<file path="src/pkg/dsi3_codec_pkg.sv">
`default_nettype none
package dsi3_codec_pkg;

    // Frame geometry.
    localparam int FRAME_BITS       = 32;
    localparam int MSG_BITS         = 24;
    localparam int CRC_W            = 8;
    localparam int NIBBLE_W         = 4;
    localparam int NIBBLES          = 8;
    localparam int CHIPS_PER_SYMBOL = 3;
    localparam int COUNT_W          = 6;

    // Command field positions within the 32-bit frame.
    localparam int ADDR_LSB = 28;
    localparam int OP_LSB   = 24;
    localparam int EXT_LSB  = 16;
    localparam int REGB_LSB = 8;
    localparam int CRC_LSB  = 0;

    // Counter limits at counter width.
    localparam logic [COUNT_W-1:0] FRAME_BITS_C = 6'h20;
    localparam logic [3:0]         LAST_NIBBLE  = 4'h7;
    localparam logic [1:0]         LAST_CHIP    = 2'h2;

    // CRC generator x^8 + x^5 + x^3 + x^2 + x + 1 and its all-ones seed.
    localparam logic [CRC_W-1:0] CRC_POLY = 8'h2F;
    localparam logic [CRC_W-1:0] CRC_SEED = 8'hFF;

    // Cycles from the register read strobe until its data is sampled.
    localparam logic [1:0] REG_READ_WAIT = 2'h2;

    // Chip timing at the 20 MHz system clock.
    localparam int CLK_PERIOD_NS = 50;
    localparam int CHIP_TIME_NS  = 3000;
    localparam int CHIP_CYCLES   = (CHIP_TIME_NS + CLK_PERIOD_NS - 1) / CLK_PERIOD_NS;
    localparam int CHIP_CNT_W    = $clog2(CHIP_CYCLES);
    localparam logic [CHIP_CNT_W-1:0] CHIP_LAST = CHIP_CNT_W'(CHIP_CYCLES - 1);

    // Depth of the nibble buffer in front of the symbol encoder.
    localparam int FIFO_DEPTH = 4;

    // Chip levels, counted in response current steps above quiescent.
    localparam logic [1:0] CHIP_QUIET = 2'h0;

    typedef enum logic [2:0] {
        ST_IDLE,
        ST_RECEIVE,
        ST_CHECK,
        ST_READ,
        ST_GENERATE,
        ST_SEND
    } codec_state_t;

    // One serial CRC step: the bit enters the low end of the register.
    function automatic logic [CRC_W-1:0] crc_step(input logic [CRC_W-1:0] crc, input logic din);
        crc_step = {crc[CRC_W-2:0], din} ^ (crc[CRC_W-1] ? CRC_POLY : 8'h00);
    endfunction : crc_step

    // Nibble to three chips, first chip in the top two bits.
    function automatic logic [5:0] symbol_map(input logic [NIBBLE_W-1:0] nib);
        unique case (nib)
            4'h0: symbol_map = {2'h1, 2'h1, 2'h0};
            4'h1: symbol_map = {2'h2, 2'h1, 2'h1};
            4'h2: symbol_map = {2'h1, 2'h0, 2'h2};
            4'h3: symbol_map = {2'h2, 2'h0, 2'h2};
            4'h4: symbol_map = {2'h1, 2'h0, 2'h0};
            4'h5: symbol_map = {2'h2, 2'h1, 2'h2};
            4'h6: symbol_map = {2'h1, 2'h1, 2'h2};
            4'h7: symbol_map = {2'h2, 2'h0, 2'h1};
            4'h8: symbol_map = {2'h2, 2'h2, 2'h0};
            4'h9: symbol_map = {2'h2, 2'h1, 2'h0};
            4'hA: symbol_map = {2'h1, 2'h2, 2'h2};
            4'hB: symbol_map = {2'h2, 2'h2, 2'h1};
            4'hC: symbol_map = {2'h1, 2'h2, 2'h0};
            4'hD: symbol_map = {2'h2, 2'h0, 2'h0};
            4'hE: symbol_map = {2'h1, 2'h0, 2'h1};
            4'hF: symbol_map = {2'h1, 2'h2, 2'h1};
        endcase
    endfunction : symbol_map

endpackage : dsi3_codec_pkg
`default_nettype wire

</file>
<file path="src/pkg/crc_port_if.sv">
`timescale 1ns/1ns
`default_nettype none
interface crc_port_if;
    logic       load;
    logic       shift;
    logic       din;
    logic [7:0] remainder;
    logic       is_zero;

    modport user   (output load, output shift, output din, input remainder, input is_zero);
    modport engine (input load, input shift, input din, output remainder, output is_zero);
endinterface : crc_port_if
`default_nettype wire

</file>
<file path="src/pkg/nibble_stream_if.sv">
`timescale 1ns/1ns
`default_nettype none
interface nibble_stream_if #(parameter int WIDTH = 4);
    logic             valid;
    logic             ready;
    logic [WIDTH-1:0] data;

    modport source (output valid, input ready, output data);
    modport sink   (input valid, output ready, input data);
endinterface : nibble_stream_if
`default_nettype wire

</file>
<file path="src/hdl/crc_shift_engine.sv">
`timescale 1ns/1ns
`default_nettype none
module crc_shift_engine
    import dsi3_codec_pkg::*;
(
    input  wire logic  clk_sys_in,
    input  wire logic  rst_in,
    crc_port_if.engine crc_port
);
    import dsi3_codec_pkg::*;

    logic [CRC_W-1:0] crc_reg;
    logic [CRC_W-1:0] crc_next;

    assign crc_next = crc_port.load  ? CRC_SEED :
                      crc_port.shift ? crc_step(crc_reg, crc_port.din) : crc_reg;

    always_ff @(posedge clk_sys_in)
    begin
        if (rst_in)
            crc_reg <= CRC_SEED;
        else
            crc_reg <= crc_next;
    end

    assign crc_port.remainder = crc_reg;
    assign crc_port.is_zero   = (crc_reg == 8'h00);

endmodule : crc_shift_engine
`default_nettype wire

</file>
<file path="src/hdl/stream_fifo.sv">
`timescale 1ns/1ns
`default_nettype none
module stream_fifo #(
    parameter int WIDTH = 4,
    parameter int DEPTH = 4
) (
    input  wire logic       clk_sys_in,
    input  wire logic       rst_in,
    nibble_stream_if.sink   in_port,
    nibble_stream_if.source out_port
);
    localparam int AW = $clog2(DEPTH);
    localparam logic [AW:0] DEPTH_C = (AW + 1)'(DEPTH);
    localparam logic [AW-1:0] PTR_LAST = AW'(DEPTH - 1);

    logic [WIDTH-1:0] mem [DEPTH];
    logic [AW-1:0]    wr_ptr_reg;
    logic [AW-1:0]    rd_ptr_reg;
    logic [AW:0]      count_reg;
    logic             push;
    logic             pop;

    assign in_port.ready  = (count_reg != DEPTH_C);
    assign out_port.valid = (count_reg != '0);
    assign out_port.data  = mem[rd_ptr_reg];
    assign push           = in_port.valid & in_port.ready;
    assign pop            = out_port.valid & out_port.ready;

    always_ff @(posedge clk_sys_in)
    begin
        if (push)
            mem[wr_ptr_reg] <= in_port.data;
    end

    always_ff @(posedge clk_sys_in)
    begin
        if (rst_in)
        begin
            wr_ptr_reg <= '0;
            rd_ptr_reg <= '0;
            count_reg  <= '0;
        end
        else
        begin
            if (push)
                wr_ptr_reg <= (wr_ptr_reg == PTR_LAST) ? '0 : wr_ptr_reg + 1'b1;
            if (pop)
                rd_ptr_reg <= (rd_ptr_reg == PTR_LAST) ? '0 : rd_ptr_reg + 1'b1;
            if (push & ~pop)
                count_reg <= count_reg + 1'b1;
            else if (pop & ~push)
                count_reg <= count_reg - 1'b1;
        end
    end

endmodule : stream_fifo
`default_nettype wire

</file>
<file path="src/hdl/dsi3_crm_crc_response_codec.sv">
// Summary of operation
// - CRC over all command bits, MSB first.
// - Failed CRC: drop command, send no response.
// - Seed register, shift message then CRC serially.
// - Zero remainder valid, nonzero means failure.
// - Polynomial 0x2F, seed FF every frame.
// - Response field one: own node address.
// - Response field two: echoed command opcode.
// - Field three: register at address plus one.
// - Field four: register at address plus zero.
// - Response CRC over frame, MSB first.
// - Shift message, append eight zeros, send remainder.
// - Each nibble becomes three three-level chips.
// - Fixed nibble to chip triple mapping table.
// - Chip value counts response current steps.
// - Command fields ordered; address must match ours.
`timescale 1ns/1ns
`default_nettype none
module dsi3_crm_crc_response_codec
    import dsi3_codec_pkg::*;
(
    input  wire logic                 clk_sys_in,
    input  wire logic                 rst_in,
    input  wire logic                 frame_start_in,
    input  wire logic                 cmd_bit_in,
    input  wire logic                 cmd_bit_valid_in,
    input  wire logic [3:0]           node_address_register_in,
    input  wire logic [15:0]          reg_data_in,
    output var  logic                 cmd_accepted_out,
    output var  logic                 crc_error_out,
    output var  logic [3:0]           opcode_out,
    output var  logic [7:0]           extended_byte_field_out,
    output var  logic [7:0]           register_byte_field_out,
    output var  logic                 reg_read_out,
    output var  logic [7:0]           register_byte_address_out,
    output var  logic [1:0]           response_current_step_out,
    output var  logic                 tx_active_out
);
    import dsi3_codec_pkg::*;

    crc_port_if                          check_port ();
    crc_port_if                          gen_port ();
    nibble_stream_if #(.WIDTH(NIBBLE_W)) push_port ();
    nibble_stream_if #(.WIDTH(NIBBLE_W)) pop_port ();

    codec_state_t              state_reg;
    codec_state_t              state_next;
    logic [FRAME_BITS-1:0]     rx_shift_reg;
    logic [COUNT_W-1:0]        bit_count_reg;
    logic [COUNT_W-1:0]        gen_count_reg;
    logic [MSG_BITS-1:0]       gen_shift_reg;
    logic [FRAME_BITS-1:0]     resp_reg;
    logic [3:0]                nib_count_reg;
    logic [1:0]                wait_count_reg;

    logic                      cmd_accepted_reg;
    logic                      crc_error_reg;
    logic [3:0]                opcode_reg;
    logic [7:0]                ext_byte_reg;
    logic [7:0]                reg_byte_reg;
    logic                      reg_read_reg;
    logic [7:0]                reg_addr_reg;

    logic                      tx_busy_reg;
    logic [5:0]                symbol_reg;
    logic [1:0]                chip_idx_reg;
    logic [CHIP_CNT_W-1:0]     chip_timer_reg;
    logic [1:0]                level_reg;

    logic                      rx_shift;
    logic                      frame_done;
    logic                      addr_match;
    logic                      accept;
    logic                      reject_crc;
    logic                      read_done;
    logic                      gen_done;
    logic                      nibble_push;
    logic                      last_push;
    logic [3:0]                rx_addr;
    logic [3:0]                rx_opcode;
    logic [7:0]                rx_ext_byte;
    logic [7:0]                rx_reg_byte;
    logic                      chip_end;
    logic                      symbol_end;
    logic                      symbol_load;
    logic [5:0]                symbol_new;
    logic [1:0]                next_chip_level;

    crc_shift_engine u_check_crc (
        .clk_sys_in (clk_sys_in),
        .rst_in     (rst_in),
        .crc_port   (check_port)
    );

    crc_shift_engine u_gen_crc (
        .clk_sys_in (clk_sys_in),
        .rst_in     (rst_in),
        .crc_port   (gen_port)
    );

    stream_fifo #(
        .WIDTH (NIBBLE_W),
        .DEPTH (FIFO_DEPTH)
    ) u_nibble_fifo (
        .clk_sys_in (clk_sys_in),
        .rst_in     (rst_in),
        .in_port    (push_port),
        .out_port   (pop_port)
    );

    // Command field split.
    assign rx_addr     = rx_shift_reg[ADDR_LSB +: 4];
    assign rx_opcode   = rx_shift_reg[OP_LSB +: 4];
    assign rx_ext_byte = rx_shift_reg[EXT_LSB +: 8];
    assign rx_reg_byte = rx_shift_reg[REGB_LSB +: 8];

    // Command checking: seed at frame start, then every received bit in arrival order.
    assign rx_shift   = (state_reg == ST_RECEIVE) & cmd_bit_valid_in & (bit_count_reg != FRAME_BITS_C);
    assign frame_done = (state_reg == ST_RECEIVE) & (bit_count_reg == FRAME_BITS_C);
    assign check_port.load  = frame_start_in & ((state_reg == ST_IDLE) | (state_reg == ST_RECEIVE));
    assign check_port.shift = rx_shift;
    assign check_port.din   = cmd_bit_in;

    // Accept only a zero remainder for our own address.
    assign addr_match = (rx_addr == node_address_register_in);
    assign accept     = (state_reg == ST_CHECK) & check_port.is_zero & addr_match;
    assign reject_crc = (state_reg == ST_CHECK) & ~check_port.is_zero;

    // Response generation: message bits first, then zeros fill in as the message shifts out.
    assign read_done = (state_reg == ST_READ) & (wait_count_reg == '0);
    assign gen_done  = (state_reg == ST_GENERATE) & (gen_count_reg == FRAME_BITS_C);
    assign gen_port.load  = read_done;
    assign gen_port.shift = (state_reg == ST_GENERATE) & (gen_count_reg != FRAME_BITS_C);
    assign gen_port.din   = gen_shift_reg[MSG_BITS-1];

    // Nibble hand-off into the buffer, most significant first.
    assign push_port.valid = (state_reg == ST_SEND);
    assign push_port.data  = resp_reg[FRAME_BITS-1 -: NIBBLE_W];
    assign nibble_push     = push_port.valid & push_port.ready;
    assign last_push       = nibble_push & (nib_count_reg == LAST_NIBBLE);

    always_comb
    begin
        state_next = state_reg;
        unique case (state_reg)
            ST_IDLE:
                if (frame_start_in)
                    state_next = ST_RECEIVE;
            ST_RECEIVE:
                if (frame_done & ~frame_start_in)
                    state_next = ST_CHECK;
            ST_CHECK:
                state_next = accept ? ST_READ : ST_IDLE;
            ST_READ:
                if (read_done)
                    state_next = ST_GENERATE;
            ST_GENERATE:
                if (gen_done)
                    state_next = ST_SEND;
            ST_SEND:
                if (last_push)
                    state_next = ST_IDLE;
        endcase
    end

    always_ff @(posedge clk_sys_in)
    begin
        if (rst_in)
            state_reg <= ST_IDLE;
        else
            state_reg <= state_next;
    end

    always_ff @(posedge clk_sys_in)
    begin
        if (rst_in)
        begin
            rx_shift_reg  <= '0;
            bit_count_reg <= '0;
        end
        else if (check_port.load)
            bit_count_reg <= '0;
        else if (rx_shift)
        begin
            rx_shift_reg  <= {rx_shift_reg[FRAME_BITS-2:0], cmd_bit_in};
            bit_count_reg <= bit_count_reg + 1'b1;
        end
    end

    always_ff @(posedge clk_sys_in)
    begin
        if (rst_in)
            wait_count_reg <= '0;
        else if (accept)
            wait_count_reg <= REG_READ_WAIT;
        else if ((state_reg == ST_READ) & (wait_count_reg != '0))
            wait_count_reg <= wait_count_reg - 1'b1;
    end

    // Response word assembly and its CRC.
    always_ff @(posedge clk_sys_in)
    begin
        if (rst_in)
        begin
            resp_reg      <= '0;
            gen_shift_reg <= '0;
            gen_count_reg <= '0;
            nib_count_reg <= '0;
        end
        else if (read_done)
        begin
            resp_reg[ADDR_LSB +: 4] <= node_address_register_in;
            resp_reg[OP_LSB +: 4]   <= opcode_reg;
            resp_reg[EXT_LSB +: 8]  <= reg_data_in[15:8];
            resp_reg[REGB_LSB +: 8] <= reg_data_in[7:0];
            gen_shift_reg <= {node_address_register_in, opcode_reg, reg_data_in};
            gen_count_reg <= '0;
            nib_count_reg <= '0;
        end
        else if (gen_port.shift)
        begin
            gen_shift_reg <= {gen_shift_reg[MSG_BITS-2:0], 1'b0};
            gen_count_reg <= gen_count_reg + 1'b1;
        end
        else if (gen_done)
            resp_reg[CRC_LSB +: CRC_W] <= gen_port.remainder;
        else if (nibble_push)
        begin
            resp_reg      <= {resp_reg[FRAME_BITS-NIBBLE_W-1:0], {NIBBLE_W{1'b0}}};
            nib_count_reg <= nib_count_reg + 1'b1;
        end
    end

    // Command report and register read request.
    always_ff @(posedge clk_sys_in)
    begin
        if (rst_in)
        begin
            cmd_accepted_reg <= 1'b0;
            crc_error_reg    <= 1'b0;
            reg_read_reg     <= 1'b0;
            opcode_reg       <= '0;
            ext_byte_reg     <= '0;
            reg_byte_reg     <= '0;
            reg_addr_reg     <= '0;
        end
        else
        begin
            cmd_accepted_reg <= accept;
            crc_error_reg    <= reject_crc;
            reg_read_reg     <= accept;
            if (accept)
            begin
                opcode_reg   <= rx_opcode;
                ext_byte_reg <= rx_ext_byte;
                reg_byte_reg <= rx_reg_byte;
                reg_addr_reg <= {rx_ext_byte[7:1], 1'b0};
            end
        end
    end

    // Symbol encoder draining the buffer.
    assign chip_end        = tx_busy_reg & (chip_timer_reg == CHIP_LAST);
    assign symbol_end      = chip_end & (chip_idx_reg == LAST_CHIP);
    assign pop_port.ready  = ~tx_busy_reg | symbol_end;
    assign symbol_load     = pop_port.valid & pop_port.ready;
    assign symbol_new      = symbol_map(pop_port.data);
    assign next_chip_level = (chip_idx_reg == 2'h0) ? symbol_reg[3:2] : symbol_reg[1:0];

    always_ff @(posedge clk_sys_in)
    begin
        if (rst_in)
        begin
            tx_busy_reg    <= 1'b0;
            symbol_reg     <= '0;
            chip_idx_reg   <= '0;
            chip_timer_reg <= '0;
            level_reg      <= CHIP_QUIET;
        end
        else if (symbol_load)
        begin
            tx_busy_reg    <= 1'b1;
            symbol_reg     <= symbol_new;
            chip_idx_reg   <= '0;
            chip_timer_reg <= '0;
            level_reg      <= symbol_new[5:4];
        end
        else if (symbol_end)
        begin
            tx_busy_reg    <= 1'b0;
            chip_timer_reg <= '0;
            level_reg      <= CHIP_QUIET;
        end
        else if (chip_end)
        begin
            chip_idx_reg   <= chip_idx_reg + 1'b1;
            chip_timer_reg <= '0;
            level_reg      <= next_chip_level;
        end
        else if (tx_busy_reg)
            chip_timer_reg <= chip_timer_reg + 1'b1;
    end

    // Outputs straight from flip-flops.
    assign cmd_accepted_out          = cmd_accepted_reg;
    assign crc_error_out             = crc_error_reg;
    assign opcode_out                = opcode_reg;
    assign extended_byte_field_out   = ext_byte_reg;
    assign register_byte_field_out   = reg_byte_reg;
    assign reg_read_out              = reg_read_reg;
    assign register_byte_address_out = reg_addr_reg;
    assign response_current_step_out = level_reg;
    assign tx_active_out             = tx_busy_reg;

endmodule : dsi3_crm_crc_response_codec
`default_nettype wire

</file>
<file path="config.mk">
export PLATFORM = sky130hd
export DESIGN_NAME = dsi3_crm_crc_response_codec
export DESIGN_NICKNAME = d
export VERILOG_FILES = /design/src/pkg/dsi3_codec_pkg.sv /design/src/pkg/crc_port_if.sv /design/src/pkg/nibble_stream_if.sv /design/src/hdl/crc_shift_engine.sv /design/src/hdl/stream_fifo.sv /design/src/hdl/dsi3_crm_crc_response_codec.sv
export SDC_FILE = /design/constraint.sdc
export NUM_CORES = 1
export LEC_CHECK = 0
export BUFFER_PORTS_ARGS = -buffer_cell sky130_fd_sc_hd__buf_2
export CAP_MARGIN = 0
export CORE_MARGIN = 8
export CORE_UTILIZATION = 35
export DETAILED_ROUTE_END_ITERATION = 8
export SYNTH_ARGS = -nofsm -noshare
export SYNTH_HDL_FRONTEND = slang
export SYNTH_SLANG_ARGS = --single-unit
export TNS_END_PERCENT = 100
</file>
<file path="constraint.sdc">
create_clock -name clk_sys_in -period 3.6 [get_ports clk_sys_in]
set_input_delay 0.72 -clock clk_sys_in [delete_from_list [all_inputs] [get_ports clk_sys_in]]
set_output_delay 0.72 -clock clk_sys_in [all_outputs]
set_load 0.02 [all_outputs]
</file>
==> run_results.csv <==
group,metric,value,unit
place,hpwl,11.3,mm
finish,multi_input_area,3570,um^2
synth,avgSynthCellArea,8.77,um^2
setup_path,path_max_fanout,9,
finish,diodes,0,
power,swShare,26.5,%
power,clkPwrFrac,41.5,%
route,num_vias,6026,
setup_path,endpoint_kind,"flop",
flow_run,cap_violations,0,
clocking,cts_tree,"built",
timing,setup_viol,0,
synth,synth-xor-area-share,4.44,%
power,pwr-share-seq,46.2,%
synth,yosys_warnings,0,
setup_path,path_class,"flop to flop",
finish,nNetsFinal,973,
synth,synth-edff-count,16,
clocking,cts-hold-fix-buffers,0,
synth,postSynthCellCount,900,
route,drt_iter0_drc,433,
clocking,htreeDepth,4,
finish,final_cell_mix,"nand2_1, dfxtp_1, a21oi_1",
finish,regArea,3900,um^2
global_route,antenna_found_initial,0,
synth,async_flop_share,0,%
global_route,grt_usage,12.2,%
route,wl,16.7,mm
floorplan,start_util,35.3,%
clocking,cts-root-buf,"clkbuf_16",
global_route,gr-total-overflow,0,
synth,synth_flop_cell,"dfxtp_1",
floorplan,dieArea,27600,um^2
floorplan,io_pins,59,
global_route,grt_pass1_wl,28.2,mm
power,p_sw,1.30,mW
finish,syn_to_final_growth,13.5,%
floorplan,die_w,166,um
timing,slew_headroom,28.4,%
synth,synth_compound_area_share,14.6,%
timing,fin_crit_sh,71.8,%
synth,ys_ff_latch,187,
power,ir_drop,0.304,mV
global_route,grt_max_degree,39,
setup_path,startpoint_type,"flop",
clocking,cts_setup_buffers,0,
timing,fin_setup_tns,0,ns
clocking,cts_buffer_depth,2,
run_status,status,"completed",
route,drc,0,
synth,synth_fa_ha_area_share,3.27,%
floorplan,core,22400,um^2
timing,worst_pin_slew,1.07,ns
timing,fin_crit,2.59,ns
route,firstDrtPassIters,5,
power,p_per_area,547,nW/um^2
power,internal_power,3.60,mW
route,antenna_left,0,
setup_path,cp_data_arrival_time,2.95,ns
worst_hold_path,hold_path.class,"flop to flop",
clocking,clock_latency,0.43,ns
finish,drive_gt1_share,13.8,%
synth,syn_area,7890,um^2
clocking,cts.repair.resized,0,
route,wire_per_inst,13.6,um
power,total_power,4.89,mW
clocking,cts_buffers,17,
timing,finalClockSkew,0.0155,ns
floorplan,placementRows,55,
timing,hold_viol,0,
setup_path,worstPathRequired,3.96,ns
route,drt-vias-per-instance,4.92,
power,p_comb_share,12.3,%
synth,postSynthNetCount,945,
clocking,clkSinkCount,187,
synth,synthSimpleGateAreaFrac,20.6,%
synth,yosys.cell_types.count,59,
global_route,grt_pass1_vias,5773,
place,port_buffers,57,
finish,fill_cells,2211,
power,leakagePower,3.19,nW
place,routabilityCongestion,0.742,
timing,rsz0062_at_grt,"false",
timing,fmax,387,MHz
synth,synth_top_family_by_area,"simple AND/OR/NAND/NOR gates",
timing,report.final.slew_viol_count,0,
synth,synth_mux_area_share,2.31,%
clocking,cts.clk_slew.worst_paths,0.08,ns
synth,ys_seq_area_share,49.5,%
floorplan,dieHeight,166,um
finish,final_common_cell,"nand2_1",
## cells in the mapped netlist, types with 4 or more instances
library cell,instances,area [um^2]
nand4_1,6,37.5
xor2_1,13,114
nand2_1,264,991
a311oi_1,7,61.3
nand3_1,17,85.1
buf_6,4,45.0
mux2i_1,7,70.1
buf_4,12,90.1
nor3_1,11,55.1
nor2b_1,5,31.3
dfxtp_1,171,3420
inv_1,19,71.3
a21oi_1,82,410
nor2_1,53,199
buf_2,22,110
xnor2_1,27,236
o211ai_1,12,90.1
a31oi_1,27,169
a22oi_1,11,82.6
edfxtp_1,16,480
ha_1,19,238
clkbuf_1,20,75.1
and2_1,5,31.3
mux4_2,5,113
a311oi_2,9,135
o21ai_0,4,20.0
## routing by layer
metal | wire length, um | share of wire (%) | GRT usage [%]
met1 | 7880 | 47 | 15.1
met2 | 8160 | 49 | 20.4
met3 | 460 | 2.8 | 2.71
met4 | 220 | 1.3 | 4.23
met5 | 0 | 0 | 0
## logic make-up (layout without fill, tap and decap cells)
family | after synthesis | in the layout
compound gates | 170 | 170
xor+xnor | 40 | 40
fa+ha+maj | 20 | 20
buf+inv | 83 | 124
flops | 187 | 187
mux | 12 | 12
other cells | 1 | 1
simple gates | 387 | 387
## cell type report
class                      instances  share of cell area, %
tap                              285                   3.98
clock buffer                      18                   5.03
multi-input combinational        630                   39.9
sequential                       187                   43.6
timing repair buffer              70                   4.30
inverter                          22                  0.936
clock inverter                    14                   2.25
## power groups by stage
stage          logic [mW]  clock network [mW]  registers (mW)
2_1_floorplan       0.500                   0            2.28
3_3_place_gp        0.604                   0            2.30
3_5_place_dp        0.604                   0            2.31
4_1_cts             0.610                2.07            2.26
5_1_grt             0.681                2.17            2.27
6_report            0.604                2.03            2.26
## per-stage QoR
step           area [um^2]  hold WS (ns)  utilization [%]  instances  setup WS, ns
6_report              8950         0.449             40.0       1226          1.01
5_1_grt               8950         0.477             40.0       1226         0.811
4_1_cts               8950         0.451             40.0       1226          1.02
3_5_place_dp          8300         0.441             37.1       1194          1.06
3_3_place_gp          8300         0.438             37.1       1194          1.11
2_1_floorplan         7890         0.432                -        900          1.15
## critical path: stages (launching register included)
cell and delay, ns:
dfxtp_1 0.37, nor3_1 0.51, nor2b_1 0.10, buf_4 0.19
inv_2 0.12, ha_1 0.20, inv_1 0.06, fa_1 0.38
xor2_1 0.16, or3_1 0.30, a21oi_1 0.14
## path summary, 6_finish.rpt
path,from,endpoint,slack (ns),depth (start not counted)
max,u_nibble_fifo.count_reg[0],u_nibble_fifo.count_reg[2],1.01,10
min,extended_byte_field_out[0],extended_byte_field_out[0],0.45,2
max reg2reg,u_nibble_fifo.count_reg[0],u_nibble_fifo.count_reg[2],1.01,10
min reg2reg,extended_byte_field_out[0],extended_byte_field_out[0],0.45,2
No activity file was read; power rests on OpenSTA's default activity.
